==> src/core/ppm_regs.vh <==
`ifndef PPM_REGS_VH
`define PPM_REGS_VH

// register indices and byte addresses (index times four)
`define PPM_IDX_MAP_LOW 8'h80
`define PPM_IDX_MAP_HIGH 8'h81
`define PPM_ADDR_MAP_LOW 10'h200
`define PPM_ADDR_MAP_HIGH 10'h204
`define PPM_ADDR_W 10

// field positions (low bit of each 2-bit field)
`define PPM_FLD_W 2
`define PPM_POS_CODE_THREE 6
`define PPM_POS_CODE_TWO 4
`define PPM_POS_CODE_ONE 2
`define PPM_POS_CODE_ZERO 0
`define PPM_POS_CODE_SEVEN 6
`define PPM_POS_CODE_SIX 4
`define PPM_POS_CODE_FIVE 2
`define PPM_POS_CODE_FOUR 0

// reset values
`define PPM_RST_MAP_LOW 8'h50
`define PPM_RST_MAP_HIGH 8'hfa

// lookup latency in clock cycles
`define PPM_LOOKUP_CYCLES 1

`endif

==> src/core/ppm_priority_mapper.v <==
`timescale 1ns/1ps
`include "ppm_regs.vh"

// one mapping register: reset default, address match, load on a completed write
module ppm_map_reg #(
    parameter [`PPM_ADDR_W-1:0] ADDR = 10'h000,
    parameter [7:0] RST_VAL = 8'h00
) (
    // clock and reset
    input wire i_ref_clk,
    input wire i_srst,
    // bus side
    input wire [`PPM_ADDR_W-1:0] i_address,
    input wire i_wr_take,
    input wire [7:0] i_wr_data,
    // decode and contents
    output wire o_hit,
    output reg [7:0] o_value
);

    // address match for this register
    assign o_hit = (i_address == ADDR);

    // contents change only at the edge that ends a write access
    always @(posedge i_ref_clk) begin
        if (i_srst) begin
            o_value <= RST_VAL;
        end else if (i_wr_take && o_hit) begin
            o_value <= i_wr_data;
        end
    end

endmodule

// one 2-bit queue field of a mapping register and the code that selects it
module ppm_field_pick #(
    parameter POS = 0,
    parameter [2:0] CODE = 3'h0
) (
    // lookup side
    input wire [7:0] i_map,
    input wire [2:0] i_code,
    // field value and code match
    output wire [1:0] o_queue,
    output wire o_hit
);

    // fixed slice, 0 lowest queue, 3 highest
    assign o_queue = i_map[POS +: `PPM_FLD_W];

    // this field serves exactly one code value
    assign o_hit = (i_code == CODE);

endmodule

// bus handshake: one wait cycle per access, answer at the second edge
module ppm_avs_wait (
    // clock and reset
    input wire i_ref_clk,
    input wire i_srst,
    // request from the master
    input wire i_read,
    input wire i_write,
    // handshake outputs
    output wire o_waitrequest,
    output reg o_ack
);

    wire req;

    // either direction is a request; wait until acknowledged
    assign req = i_read | i_write;
    assign o_waitrequest = req & ~o_ack;

    // acknowledge toggles, so back-to-back requests each wait once
    always @(posedge i_ref_clk) begin
        if (i_srst) begin
            o_ack <= 1'b0;
        end else begin
            o_ack <= req & ~o_ack;
        end
    end

endmodule

module ppm_priority_mapper (
    // clock and reset
    input wire i_ref_clk,
    input wire i_srst,
    // avalon-mm slave
    input wire [`PPM_ADDR_W-1:0] i_avs_address,
    input wire i_avs_read,
    input wire i_avs_write,
    input wire [31:0] i_avs_writedata,
    input wire [3:0] i_avs_byteenable,
    output reg [31:0] o_avs_readdata,
    output wire o_avs_waitrequest,
    // classification side
    input wire i_lookup_valid,
    input wire [2:0] i_priority_code,
    // queue side
    output reg o_queue_valid,
    output reg [1:0] o_queue_sel
);

    wire [7:0] map_low_q;
    wire [7:0] map_high_q;
    wire ack_q;
    wire hit_low;
    wire hit_high;
    wire wr_take;
    wire rd_load;
    reg [7:0] rdata_d;
    reg [1:0] queue_d;
    wire [1:0] queue_for_code_zero;
    wire [1:0] queue_for_code_one;
    wire [1:0] queue_for_code_two;
    wire [1:0] queue_for_code_three;
    wire [1:0] queue_for_code_four;
    wire [1:0] queue_for_code_five;
    wire [1:0] queue_for_code_six;
    wire [1:0] queue_for_code_seven;
    wire code_match_zero;
    wire code_match_one;
    wire code_match_two;
    wire code_match_three;
    wire code_match_four;
    wire code_match_five;
    wire code_match_six;
    wire code_match_seven;

    // bus wait-state handshake, answer at the second edge
    ppm_avs_wait u_wait (
        .i_ref_clk(i_ref_clk),
        .i_srst(i_srst),
        .i_read(i_avs_read),
        .i_write(i_avs_write),
        .o_waitrequest(o_avs_waitrequest),
        .o_ack(ack_q)
    );

    // write lands at the acknowledged edge on lane 0; read loads in the wait cycle
    assign wr_take = i_avs_write & ack_q & i_avs_byteenable[0];
    assign rd_load = i_avs_read & ~ack_q;

    // low mapping register, codes 0 to 3
    ppm_map_reg #(
        .ADDR(`PPM_ADDR_MAP_LOW),
        .RST_VAL(`PPM_RST_MAP_LOW)
    ) u_map_low (
        .i_ref_clk(i_ref_clk),
        .i_srst(i_srst),
        .i_address(i_avs_address),
        .i_wr_take(wr_take),
        .i_wr_data(i_avs_writedata[7:0]),
        .o_hit(hit_low),
        .o_value(map_low_q)
    );

    // high mapping register, codes 4 to 7
    ppm_map_reg #(
        .ADDR(`PPM_ADDR_MAP_HIGH),
        .RST_VAL(`PPM_RST_MAP_HIGH)
    ) u_map_high (
        .i_ref_clk(i_ref_clk),
        .i_srst(i_srst),
        .i_address(i_avs_address),
        .i_wr_take(wr_take),
        .i_wr_data(i_avs_writedata[7:0]),
        .o_hit(hit_high),
        .o_value(map_high_q)
    );

    // readback of the addressed register, zero when unmapped
    always @* begin
        rdata_d = 8'h00;
        if (hit_low) begin
            rdata_d = map_low_q;
        end else if (hit_high) begin
            rdata_d = map_high_q;
        end
    end

    // read data loaded in the wait cycle, upper bytes zero
    always @(posedge i_ref_clk) begin
        if (i_srst) begin
            o_avs_readdata <= 32'h0000_0000;
        end else if (rd_load) begin
            o_avs_readdata <= {24'h00_0000, rdata_d};
        end
    end

    // code 0 field, low map bits 1:0
    ppm_field_pick #(
        .POS(`PPM_POS_CODE_ZERO),
        .CODE(3'h0)
    ) u_pick_zero (
        .i_map(map_low_q),
        .i_code(i_priority_code),
        .o_queue(queue_for_code_zero),
        .o_hit(code_match_zero)
    );

    // code 1 field, low map bits 3:2
    ppm_field_pick #(
        .POS(`PPM_POS_CODE_ONE),
        .CODE(3'h1)
    ) u_pick_one (
        .i_map(map_low_q),
        .i_code(i_priority_code),
        .o_queue(queue_for_code_one),
        .o_hit(code_match_one)
    );

    // code 2 field, low map bits 5:4
    ppm_field_pick #(
        .POS(`PPM_POS_CODE_TWO),
        .CODE(3'h2)
    ) u_pick_two (
        .i_map(map_low_q),
        .i_code(i_priority_code),
        .o_queue(queue_for_code_two),
        .o_hit(code_match_two)
    );

    // code 3 field, low map bits 7:6
    ppm_field_pick #(
        .POS(`PPM_POS_CODE_THREE),
        .CODE(3'h3)
    ) u_pick_three (
        .i_map(map_low_q),
        .i_code(i_priority_code),
        .o_queue(queue_for_code_three),
        .o_hit(code_match_three)
    );

    // code 4 field, high map bits 1:0
    ppm_field_pick #(
        .POS(`PPM_POS_CODE_FOUR),
        .CODE(3'h4)
    ) u_pick_four (
        .i_map(map_high_q),
        .i_code(i_priority_code),
        .o_queue(queue_for_code_four),
        .o_hit(code_match_four)
    );

    // code 5 field, high map bits 3:2
    ppm_field_pick #(
        .POS(`PPM_POS_CODE_FIVE),
        .CODE(3'h5)
    ) u_pick_five (
        .i_map(map_high_q),
        .i_code(i_priority_code),
        .o_queue(queue_for_code_five),
        .o_hit(code_match_five)
    );

    // code 6 field, high map bits 5:4
    ppm_field_pick #(
        .POS(`PPM_POS_CODE_SIX),
        .CODE(3'h6)
    ) u_pick_six (
        .i_map(map_high_q),
        .i_code(i_priority_code),
        .o_queue(queue_for_code_six),
        .o_hit(code_match_six)
    );

    // code 7 field, high map bits 7:6
    ppm_field_pick #(
        .POS(`PPM_POS_CODE_SEVEN),
        .CODE(3'h7)
    ) u_pick_seven (
        .i_map(map_high_q),
        .i_code(i_priority_code),
        .o_queue(queue_for_code_seven),
        .o_hit(code_match_seven)
    );

    // code to queue selection, exactly one code matches
    always @* begin
        queue_d = ({2{code_match_zero}} & queue_for_code_zero)
            | ({2{code_match_one}} & queue_for_code_one)
            | ({2{code_match_two}} & queue_for_code_two)
            | ({2{code_match_three}} & queue_for_code_three)
            | ({2{code_match_four}} & queue_for_code_four)
            | ({2{code_match_five}} & queue_for_code_five)
            | ({2{code_match_six}} & queue_for_code_six)
            | ({2{code_match_seven}} & queue_for_code_seven);
    end

    // registered queue select holds until the next lookup; queue valid is a one-cycle pulse after each lookup
    always @(posedge i_ref_clk) begin
        if (i_srst) begin
            o_queue_valid <= 1'b0;
            o_queue_sel <= 2'h0;
        end else begin
            o_queue_valid <= i_lookup_valid;
            if (i_lookup_valid) begin
                o_queue_sel <= queue_d;
            end
        end
    end

endmodule

==> config.mk <==
export PLATFORM = sky130hd
export DESIGN_NAME = ppm_priority_mapper
export DESIGN_NICKNAME = d
export VERILOG_FILES = /design/src/core/ppm_priority_mapper.v
export VERILOG_INCLUDE_DIRS = /design/src /design/src/core
export SDC_FILE = /design/constraint.sdc
export NUM_CORES = 1
export LEC_CHECK = 0
export BUFFER_PORTS_ARGS = -buffer_cell sky130_fd_sc_hd__buf_2
export CAP_MARGIN = 25
export CORE_MARGIN = 4
export CORE_UTILIZATION = 43
export DETAILED_ROUTE_END_ITERATION = 10
export PLACE_DENSITY = 0.79
export SYNTH_ARGS = -nofsm -noshare
export SYNTH_HDL_FRONTEND = slang
export SYNTH_SLANG_ARGS = --single-unit
export TNS_END_PERCENT = 100
==> constraint.sdc <==
create_clock -name i_ref_clk -period 1.44 [get_ports i_ref_clk]
set_input_delay 0.216 -clock i_ref_clk [delete_from_list [all_inputs] [get_ports i_ref_clk]]
set_output_delay 0.216 -clock i_ref_clk [all_outputs]
set_load 0.01 [all_outputs]
[Yosys cells after proc, flatten, opt, wreduce, memory -nomap -nowiden]
Index checks and enable logic that the tools add are counted.
Operators by class
  shift-type cells: 0
  divide/modulo/power cells: 0
  bitwise logic cells: 21
  equal/unequal tests: 9
  multiplexer cells: 2
  multiply operators: 0
  order comparisons: 0
  $add $sub $neg: 0
  reductions and logical operators: 3
Operators by type and width (count)
  10-bit == test (second input constant): 2
  2-bit AND: 8
  8-bit 2-to-1 mux: 2
  2-bit OR: 7
  3-bit == test (second input constant): 4
  3-bit by 2-bit == test with 1-bit output (second input constant): 2
  1-bit AND: 4
  3-bit by 1-bit == test with 1-bit output (second input constant): 1
  3-bit logical NOT: 1
  1-bit logical AND: 2
  1-bit inverter: 1
  1-bit OR: 1
Storage, ports and cells
  bits in latches: 0
  logic and storage cells: 41
  bits in registers: 28
  memories: 0
  ROM bits: 0
  input bits: 54
  memory bits (writable): 0
  output and inout port bits: 36

[Depth between registers and ports, before layout]
Gate-level depths: netlist (run 1).
  word-level depth: 9
  depth in mapped cells: 6
  gate-level depth less buffers: 4

[By module]
Synthesis (run 1) repeated with hierarchy kept, for this count alone.
Unflattened totals
  cell total of the unflattened synthesis: 188
  area total of the unflattened synthesis: 1788.0 µm²
By module, submodules not included
  ppm_priority_mapper: instances 1, area an instance 769.5 µm², cells each 82, sequential area each 220.2 µm²
  ppm_map_reg at u_map_low: instances 1, area an instance 391.6 µm², cells each 39, sequential area each 160.2 µm²
  ppm_map_reg at u_map_high: instances 1, area an instance 386.6 µm², cells each 39, sequential area each 160.2 µm²
  ppm_field_pick at u_pick_four ...: instances 3, area an instance 27.5 µm², cells each 3, sequential area each 0.0 µm²
  ppm_field_pick at u_pick_five ...: instances 3, area an instance 23.8 µm², cells each 3, sequential area each 0.0 µm²
  ppm_avs_wait: instances 1, area an instance 40.0 µm², cells each 4, sequential area each 20.0 µm²
  ppm_field_pick at u_pick_zero: instances 1, area an instance 25.0 µm², cells each 3, sequential area each 0.0 µm²
  ppm_field_pick at u_pick_seven: instances 1, area an instance 21.3 µm², cells each 3, sequential area each 0.0 µm²

[Worst setup path after synthesis (run 1)]
No wires, ideal clock.
  path kind: in2reg
  start point: in i_avs_address[6]
  end point: reg u_map_low.o_value[4]
  stages on the path: 5
  arrival time: 1.168 ns
  required time: 1.320 ns
  setup time: 0.120 ns
  buffers on the path: 1
  setup slack: 0.153 ns
  path through: nor4_4 and4_1 buf_6 nor2b_1 a211o_1
On the way
  longest elaborated chain between the ends: 2
RTL lines
  start, declared: line ppm_priority_mapper.v:91  | input wire [`PPM_ADDR_W-1:0] i_avs_address,
  10-bit == test: line ppm_priority_mapper.v:22  | assign o_hit = (i_address == ADDR);
  1-bit logical AND: line ppm_priority_mapper.v:28  | end else if (i_wr_take && o_hit) begin
  end signal, assigned: line ppm_priority_mapper.v:29  | o_value <= i_wr_data;
  end, declared: line ppm_priority_mapper.v:18  | output reg [7:0] o_value
No other way between the ends.
A chain may end at the register's enable or synchronous reset.

[Worst setup path in the final report (run 1)]
  start point: reg u_wait.o_ack
  end point: reg u_map_low.o_value[5]
On the way
  longest elaborated chain between the ends: 3
RTL lines
  start, declared: line ppm_priority_mapper.v:66  | output reg o_ack
  start signal, assigned: line ppm_priority_mapper.v:80  | o_ack <= req & ~o_ack;
  1-bit AND (2 in a row): line ppm_priority_mapper.v:143  | assign wr_take = i_avs_write & ack_q & i_avs_byteenable[0];
  1-bit logical AND: line ppm_priority_mapper.v:28
No other way between the ends.

==> impl_metrics.csv, run 1 <==
group,metric,value,unit
cts,cts_sinks,28,
global_routing,grt_max_degree,29,
placed_design,numPortBuffers,38,
drt,via_per_inst,4.721,
power_and_ir_drop,cellPowerDensity,844.0,nW/um^2
job,drv_cap,0,
finish,n_antenna_cell,0,
setup_path,cp-startpoint,"u_wait.o_ack",
sta,rsz0062_at_grt,"no",
synth,synth.top_cell.area_share,0.3607,
min_path,hp-class,"input pin to flip-flop",
sta,setup_ws,0.1251,ns
sta,drv_slew,0,
cts,cts-root-buf,"clkbuf_4",
synth,synth-main-ff-cell,"dfxtp_1",
power_and_ir_drop,peakVddDrop,609.2,uV
power_and_ir_drop,p_total,1.487,mW
setup_path,max_stage_delay,0.35,ns
finish,fillers,359,
sta,timing.final.crit_share,0.9131,
synth,synthArstFlopShare,0,
setup_path,cp_num_buf_inv,1,
synth,synthTopCellsByArea,"dfxtp_1, buf_4, mux2i_1, mux2_2, nor2_1",
synth,syn_inst,175,
synth,synth_warnings,0,
cts,clock_latency,0.32,ns
finish,nets,267,
global_routing,grt-ovfl-total,0,
setup_path,cp-end-kind,"flip-flop",
cts,cts.repair.resized,0,
global_routing,antenna_found_initial,0,
cts,cts_buffers,3,
global_routing,grt_pass1_wl,4.705,mm
synth,syn_avg_cell_area,8.880,sq um
setup_path,crit_type,"flip-flop to flip-flop",
cts,clockBufferDepth,2,
drt,vias,1218,
placed_design,dpl.hpwl,2.280,mm
finish,regArea,560.5,sq um
cts,path_clk_slew,0.15,ns
cts,cts.htree.levels,1,
power_and_ir_drop,p_sw,345.5,uW
drt,drtPass1Iterations,4,
placed_design,pre_cts_ws,-0.01437,ns
drt,wl_per_cell,11.41,um
power_and_ir_drop,p_comb_frac,0.129,
setup_path,path_depth,5,
finish,layout-drive-gt1-share,0.2972,
power_and_ir_drop,switching_share,0.2324,
power_and_ir_drop,p_seq_frac,0.529,
setup_path,ff2ff_path_depth,5,
setup_path,endpoint,"u_map_low.o_value[5]",
setup_path,crit_chain,"and3_1 > and4_1 > buf_4 > mux2i_1 > nor2_1",
power_and_ir_drop,p_clk_frac,0.342,
finish,multi_input_area,805.8,sq um
synth,synth_area_leader_cell,"dfxtp_1",
sta,setup_violations,0,
power_and_ir_drop,p_int,1.141,mW
finish,syn2layout_area_growth,13.37,%
synth,yosysSeqAreaShare,0.3607,
setup_path,worstPathRequired,1.65,ns
drt,drt_iter0_drc,63,
sta,clock_skew,0.002040,ns
global_routing,grtUsageTotal,0.1306,
floorplan,num_rows,21,
synth,netlist_area,1554,sq um
synth,yosys_register_bits,28,
setup_path,timing.rr.start,"u_wait.o_ack",
power_and_ir_drop,p_leak,0.7950,nW
synth,synth.most_common_cell,"dfxtp_1",
drt,wirelength,2.945,mm
drt,remaining_drc_errors,0,
setup_path,crit_arrival,1.53,ns
setup_path,r2r-end,"u_map_low.o_value[5]",
setup_path,slowest_stage,"dfxtp_1",
sta,fin_crit,1.315,ns
cts,cts_hold_buffers,0,
setup_path,ff2ff_setup_slack,0.13,ns
synth,synth_common_cells,"dfxtp_1, buf_4, nor2_1",
synth,synth.distinct_cells,36,
drt,ant_nets,0,
floorplan,die_h,68.12,um
setup_path,worstPathMaxFanout,6,
floorplan,core,3416,sq um
floorplan,die-area,4640,sq um
setup_path,start_kind,"flip-flop",
floorplan,die_w,68.12,um
synth,synth-edff-count,0,
floorplan,start_util,0.4549,
placed_design,gp_congestion,0.7366,
floorplan,pin_count,90,
cts,cts_setup_buffers,0,
sta,hold_viol,0,
sta,max_freq,760.5,MHz
global_routing,grt_pass1_vias,1034,
cts,cts_tree,"done",
setup_path,crit_family,"simple AND/OR/NAND/NOR gates",
run_status,status,"finished, final reports clean",
[metal layers]
layer | vias to the layer above | wire, um | global-route usage
met3 | 2 | 207 | 0.03777
met1 | 551 | 1366 | 0.1766
li1 | 627 | - | -
met4 | 0 | 14 | 0.01489
met5 | - | 0 | 0
met2 | 38 | 1357 | 0.2118
[logic make-up after synthesis]
logic type             count (synthesis)  synth area share
buffers and inverters                 42            0.1763
flip-flops                            28            0.3607
AO/OA/AOI/OAI                         24            0.1071
AND/OR/NAND/NOR                       60            0.2174
multiplexers                          20            0.1361
other                                  1          0.002413
[state kept, by name, indices dropped and copies added (netlist names)]
name                count
u_map_low.o_value       8
o_queue_valid           1
u_wait.o_ack            1
o_queue_sel             2
o_avs_readdata          8
u_map_high.o_value      8
[cells in the final DEF, fill, tap and decap left out, drive strengths merged]
cell type and n:
a211o 8, buf 46, nand4 2, nor2 19
nor2b 5, o21ai 1, o211ai 1, conb 24
mux2 9, a31oi 1, dfxtp 28, and3 2
nand2 10, bufinv 1, and4 1, clkbuf 3
o311ai 1, nand2b 1, nor3 4, nand3 8
a22o 1, a211oi 2, a21oi 9, nor3b 1
nand3b 3, nand4b 1, nor4b 1, nor4 2
inv 6, mux2i 11
[power groups by stage]
stage | combinational (mW) | clock [mW] | sequential (mW)
global placement | 0.189 | 0 | 0.803
detailed placement | 0.191 | 0 | 0.803
CTS | 0.192 | 0.528 | 0.786
global route | 0.217 | 0.552 | 0.788
floorplan | 0.164 | 0 | 0.807
finish | 0.192 | 0.508 | 0.786
[area by class of cell]
type,count,share of cell area
sequential,28,0.3182
clock buffer,3,0.01278
timing repair buffer,46,0.1491
tap,46,0.03267
inverter,6,0.01278
clock inverter,1,0.01705
multi-input combinational,128,0.4574
[per-stage QoR]
step	utilization	area [sq um]	TNS [ns]	hold slack, ns	cells
floorplan	-	1640	0	0.3339	198
CTS	0.5158	1762	0	0.09348	258
global placement	0.5004	1709	0	0.4359	254
finish	0.5158	1762	0	0.09909	258
global route	0.5158	1762	0	0.09258	258
detailed placement	0.5004	1709	-0.02034	0.4412	254
[worst min path at each step]
stage	start	endpoint	slack (ns)	cells after the start
6_report	i_avs_writedata[4]	u_map_low.o_value[4]	0.1	2
4_1_cts	i_avs_writedata[6]	u_map_low.o_value[6]	0.09	2
2_1_floorplan	i_avs_writedata[4]	u_map_low.o_value[4]	0.33	1
3_5_place_dp	i_avs_writedata[4]	u_map_low.o_value[4]	0.44	2
5_1_grt	i_avs_writedata[6]	u_map_low.o_value[6]	0.09	2
3_3_place_gp	i_avs_writedata[6]	u_map_low.o_value[6]	0.44	2
(Power assumes the default switching activity.)
==> run 2, diff against run 1 <==
Settings changed: CORE_MARGIN 4 to 3, CORE_UTILIZATION 43 to 39, PLACE_DENSITY 0.79 to 0.75.
Clock period 1.44 ns to 1.1 ns, I/O delays scaled along.
==> run 2 against run 1 <==
  * The run now ends with setup timing left
  * Utilization fell by 2.9 points
  * Non-clock buffer count rose by 2
  * Wire length rose by 6.4%
  * Register-to-register slack got worse by 0.27 ns
  * Critical path type unchanged
  * Largest power group unchanged
==> impl_metrics.csv, run 2 (synthesized netlist as in run 1, its figures left out) <==
group,metric,value,unit
global_routing,grt_pass1_wl,5.126,mm
setup_path,ff2ff_path_depth,5,
finish,reg_top3,"o_avs_readdata: 8 flops, u_map_high.o_value: 8 flops, u_map_low.o_value: 8 flops",
power_and_ir_drop,p_int,1.453,mW
setup_path,worstPathRequired,1.25,ns
setup_path,max_stage_delay,0.33,ns
placed_design,numPortBuffers,38,
cts,cts.htree.levels,1,
global_routing,antenna_found_initial,0,
drt,met2_length,1.400,mm
cts,cts_buffers,3,
finish,regArea,561.8,sq um
sta,setup_ws,-0.1466,ns
setup_path,cp-startpoint,"u_wait.o_ack",
drt,drt_iter0_drc,82,
drt,wl_met3,251,um
floorplan,start_util,0.4151,
run_status,violations,"setup timing",
global_routing,grt_max_degree,29,
cts,cts-root-buf,"clkbuf_8",
finish,n_antenna_cell,0,
power_and_ir_drop,p_leak,0.8105,nW
run_status,status,"complete, but fails checks",
drt,m1WireLength,1.469,mm
setup_path,worstPathMaxFanout,10,
finish,fin_cells,262,
floorplan,die_h,69.13,um
setup_path,crit_chain,"and3_4 > and4_4 > buf_12 > mux2i_1 > nor2_1",
finish,final_cell_mix,"buf_2, dfxtp_1, conb_1",
finish,multi_input_area,832.0,sq um
power_and_ir_drop,p_comb_frac,0.140,
setup_path,crit_type,"flip-flop to flip-flop",
setup_path,endpoint,"u_map_low.o_value[7]",
placed_design,dp.cells,258,
finish,design_area,1822,sq um
drt,wl_per_cell,11.96,um
drt,remaining_drc_errors,0,
sta,max_freq,802.2,MHz
setup_path,cp_num_buf_inv,1,
setup_path,r2r-end,"u_map_low.o_value[7]",
floorplan,die_w,69.13,um
sta,slew_headroom,0.6436,
drt,vias,1228,
floorplan,die-area,4778,sq um
sta,fin_crit,1.247,ns
cts,clock_latency,0.27,ns
placed_design,placed_area,1750,sq um
cts,cts_setup_buffers,0,
global_routing,grt_pass1_vias,1102,
drt,drtPass1Iterations,4,
sta,setup_violations,17,
finish,nets,269,
finish,layout-drive-gt1-share,0.3411,
setup_path,cp-end-kind,"flip-flop",
drt,via_per_inst,4.687,
global_routing,grtUsageTotal,0.1270,
finish,final_common_cell,"buf_2",
drt,ant_nets,0,
finish,fillers,375,
power_and_ir_drop,peakVddDrop,1087,uV
sta,hold_viol,0,
cts,cts_sinks,28,
cts,clockBufferDepth,2,
sta,timing.final.crit_share,1.133,
placed_design,gp_congestion,0.7323,
placed_design,dpl.hpwl,2.359,mm
sta,clock_skew,0.006487,ns
setup_path,ff2ff_setup_slack,-0.15,ns
sta,drv_slew,0,
cts,path_clk_slew,0.09,ns
finish,syn2layout_area_growth,17.23,%
job,drv_cap,0,
setup_path,crit_family,"simple AND/OR/NAND/NOR gates",
power_and_ir_drop,switching_share,0.2430,
power_and_ir_drop,cellPowerDensity,1053,nW/um^2
min_path,hp-class,"input pin to flip-flop",
power_and_ir_drop,p_seq_frac,0.536,
cts,cts_tree,"done",
setup_path,timing.rr.start,"u_wait.o_ack",
floorplan,pin_count,90,
setup_path,slowest_stage,"dfxtp_2",
min_path,hp-start,"i_avs_writedata[6]",
drt,top_layer_used,"met4",
power_and_ir_drop,p_clk_frac,0.324,
setup_path,crit_arrival,1.39,ns
power_and_ir_drop,p_sw,466.3,uW
floorplan,core,3744,sq um
setup_path,start_kind,"flip-flop",
sta,worst_pin_slew,0.5345,ns
sta,rsz0062_at_grt,"yes",
floorplan,num_rows,22,
drt,wirelength,3.134,mm
setup_path,path_depth,5,
global_routing,grt-ovfl-total,0,
run 2: cell count changes in the layout (fill, tap and decap cells not counted), moves of 2 or more:
cell,previous run,this run
clkbuf_8,0,4
clkbuf_4,3,0
a211oi_1,2,0
a211oi_2,0,2
run 2: area by class of cell:
| class | count | share of cell area |
|---|---|---|
| multi-input cells | 128 | 0.4567 |
| clock buffers | 4 | 0.03022 |
| repair buffers | 48 | 0.1593 |
| well taps | 48 | 0.03297 |
| flip-flops and latches | 28 | 0.3084 |
| inverters | 6 | 0.01236 |
run 2: per-stage QoR:
stage	utilization	TNS [ns]	hold slack (ns)	setup WS, ns	power, mW
detailed placement	0.4676	-5.508	0.3931	-0.3504	1.312
floorplan	-	-1.444	0.2829	-0.1137	1.275
global route	0.4866	-2.790	0.1189	-0.2017	2.014
CTS	0.4830	-1.883	0.1012	-0.1594	1.949
finish	0.4866	-1.741	0.1076	-0.1466	1.919
global placement	0.4676	-4.575	0.3903	-0.2690	1.309
run 2: power by group through the flow:
| stage | combinational, mW | sequential (mW) | clock, mW |
|---|---|---|---|
| 6_report | 0.269 | 1.03 | 0.622 |
| 5_1_grt | 0.299 | 1.03 | 0.685 |
| 4_1_cts | 0.262 | 1.03 | 0.659 |
| 3_5_place_dp | 0.260 | 1.05 | 0 |
| 3_3_place_gp | 0.258 | 1.05 | 0 |
| 2_1_floorplan | 0.218 | 1.06 | 0 |
run 2: worst min-delay path by stage:
| stage | end | slack (ns) | cells after the start |
|---|---|---|---|
| floorplan | u_map_low.o_value[4] | 0.28 | 1 |
| detailed placement | u_map_low.o_value[6] | 0.39 | 2 |
| global route | u_map_low.o_value[6] | 0.12 | 2 |
| global placement | u_map_low.o_value[6] | 0.39 | 2 |
| finish | u_map_low.o_value[6] | 0.11 | 2 |
| CTS | u_map_low.o_value[6] | 0.10 | 2 |
run 2: repair_timing:
action,4_1_cts,5_1_grt
gates resized for setup,1,5
hold buffers,0,0
pin swaps,1,6
setup endpoints to repair,18,26
gates cloned,0,0
run 2: routing by layer:
metal,up-vias,track usage
met5,-,0
met2,44,0.1970
li1,630,-
met3,2,0.04519
met4,0,0.01302
met1,552,0.1753
==> run 3, diff against run 2 <==
==> constraint.sdc (replaced) <==
create_clock -name i_ref_clk -period 1.1 [get_ports i_ref_clk]
set_input_delay 0.055 -clock i_ref_clk [delete_from_list [all_inputs] [get_ports i_ref_clk]]
set_output_delay 0.055 -clock i_ref_clk [all_outputs]
set_load 0.01 [all_outputs]
==> run 3 against run 2 <==
  * Count of clock-buffer cells in the layout shrank 1
  * Highest routed layer unchanged
  * Setup slack better by 0.031 ns
  * Sequential cell count did not move
  * Combinational power is 1% higher
  * Cell area grew 2.7%
  * First-iteration DRC count is 13% lower
  * The flow still finishes with violations (setup timing)
==> impl_metrics.csv, run 3 (synthesized netlist as in run 1, its figures left out) <==
group,metric,value,unit
power_and_ir_drop,cellPowerDensity,1138,nW/um^2
floorplan,core,3744,sq um
drt,remaining_drc_errors,0,
cts,clockBufferDepth,2,
job,drv_cap,0,
placed_design,pre_cts_ws,-0.3771,ns
global_routing,grt-ovfl-total,0,
cts,cts_sinks,28,
power_and_ir_drop,p_leak,0.8238,nW
finish,n_antenna_cell,0,
floorplan,die_h,69.13,um
power_and_ir_drop,switching_share,0.2379,
finish,syn2layout_area_growth,20.37,%
setup_path,crit_family,"simple AND/OR/NAND/NOR gates",
setup_path,worstPathRequired,1.26,ns
setup_path,worstPathMaxFanout,5,
finish,layout-drive-gt1-share,0.3532,
setup_path,cp_num_buf_inv,0,
setup_path,crit_type,"flip-flop to flip-flop",
setup_path,cp-end-kind,"flip-flop",
sta,slew_headroom,0.6514,
cts,path_clk_slew,0.10,ns
setup_path,max_stage_delay,0.34,ns
floorplan,num_rows,22,
cts,cts.htree.levels,1,
power_and_ir_drop,p_int,1.622,mW
global_routing,grtUsageTotal,0.1403,
cts,cts_tree,"done",
setup_path,start_kind,"flip-flop",
sta,drv_slew,0,
sta,timing.final.crit_share,1.105,
sta,fin_crit,1.216,ns
power_and_ir_drop,p_clk_frac,0.389,
run_status,status,"complete, but fails checks",
drt,wl_per_cell,12.86,um
drt,via_per_inst,4.827,
placed_design,numPortBuffers,38,
drt,vias,1284,
global_routing,grt_pass1_wl,5.520,mm
cts,clock_latency,0.28,ns
sta,max_freq,822.7,MHz
power_and_ir_drop,p_seq_frac,0.483,
sta,setup_ws,-0.1156,ns
drt,drt_iter0_drc,71,
finish,utilization,0.4997,
sta,setup_violations,17,
drt,wirelength,3.422,mm
sta,worst_pin_slew,0.5229,ns
cts,cts-root-buf,"clkbuf_8",
sta,rsz0062_at_grt,"yes",
placed_design,dpl.hpwl,2.444,mm
placed_design,gp_congestion,0.7312,
finish,nets,273,
power_and_ir_drop,peakVddDrop,1020,uV
global_routing,grt_pass1_vias,1138,
global_routing,antenna_found_initial,0,
sta,clock_skew,0.001766,ns
setup_path,ff2ff_setup_slack,-0.12,ns
cts,cts_buffers,3,
sta,hold_viol,0,
run_status,violations,"setup timing",
floorplan,pin_count,90,
global_routing,grt_max_degree,29,
floorplan,die_w,69.13,um
finish,final_cell_mix,"buf_2, dfxtp_1, conb_1",
setup_path,crit_chain,"and3_4 > and4_4 > mux2i_1 > nor2_1",
setup_path,slowest_stage,"dfxtp_2",
finish,final_common_cell,"buf_2",
drt,ant_nets,0,
floorplan,die-area,4778,sq um
min_path,hp-class,"input pin to flip-flop",
drt,drtPass1Iterations,4,
setup_path,crit_arrival,1.37,ns
power_and_ir_drop,p_sw,506.3,uW
finish,reg_top3,"o_avs_readdata: 8 flops, u_map_high.o_value: 8 flops, u_map_low.o_value: 8 flops",
floorplan,start_util,0.4151,
power_and_ir_drop,p_comb_frac,0.128,
## run 3: cell types whose count changed in the layout (fill, tap and decap cells not counted), moves of 2 or more
cell,delta
buf_12,-2
buf_6,+4
dfxtp_1,-2
dfxtp_2,+2
## run 3: power groups by stage
stage / combinational (mW) / clock [mW] / sequential (mW)
after floorplan: 0.218 / 0 / 1.06
after global placement: 0.257 / 0 / 1.05
after detailed placement: 0.260 / 0 / 1.05
after CTS: 0.270 / 0.837 / 1.03
after global routing: 0.300 / 0.874 / 1.03
final: 0.273 / 0.827 / 1.03
## run 3: worst paths after layout
path | startpoint | to | cells past startpoint
worst min register to register | o_avs_readdata[5] | o_avs_readdata[5] | 2
worst max-delay path | u_wait.o_ack | u_map_low.o_value[5] | 4
worst min-delay path | i_avs_writedata[4] | u_map_low.o_value[4] | 2
worst max register to register | u_wait.o_ack | u_map_low.o_value[5] | 4
## run 3: layout make-up
class | instances | area (sq um)
clock buffers | 3 | 41.29
clock inverters | 1 | 30.03
fillers | 386 | 1873
inverters | 6 | 22.52
multi-input cells | 129 | 847.1
flip-flops and latches | 28 | 564.3
well taps | 48 | 60.06
repair buffers | 51 | 305.3
## run 3: timing repair
action | in CTS | in global routing
buffers inserted | 0 | 0
setup endpoints to repair | 17 | 20
pin swaps | 4 | 3
endpoints found under the hold margin | 1 | 0
resized for setup | 9 | 5
hold buffers | 1 | 0
gates cloned | 1 | 0
## run 3: per-stage QoR
stage	cell area [sq um]	total power [mW]	setup TNS [ns]	hold WS [ns]	std cells
2_1_floorplan	1652	1.275	-1.444	0.1729	198
3_3_place_gp	1740	1.309	-3.353	0.2791	260
3_5_place_dp	1740	1.312	-3.645	0.2911	260
4_1_cts	1859	2.136	-1.278	0.006650	266
5_1_grt	1871	2.204	-2.163	0.02258	266
6_report	1871	2.128	-1.192	0.005154	266
## run 3: worst reg2reg max path: stages, from the launching register on
cell and delay, ns:
dfxtp_2 0.34, and3_4 0.20, and4_4 0.28, mux2i_1 0.21, nor2_1 0.06
## run 3: routing by layer
metal / part of all wire / global-route usage / vias up
li1: - / - / 643
met1: 0.47 / 0.1903 / 588
met2: 0.45 / 0.2140 / 48
met3: 0.066 / 0.04373 / 5
met4: 0.013 / 0.03905 / 0
met5: 0 / 0 / -
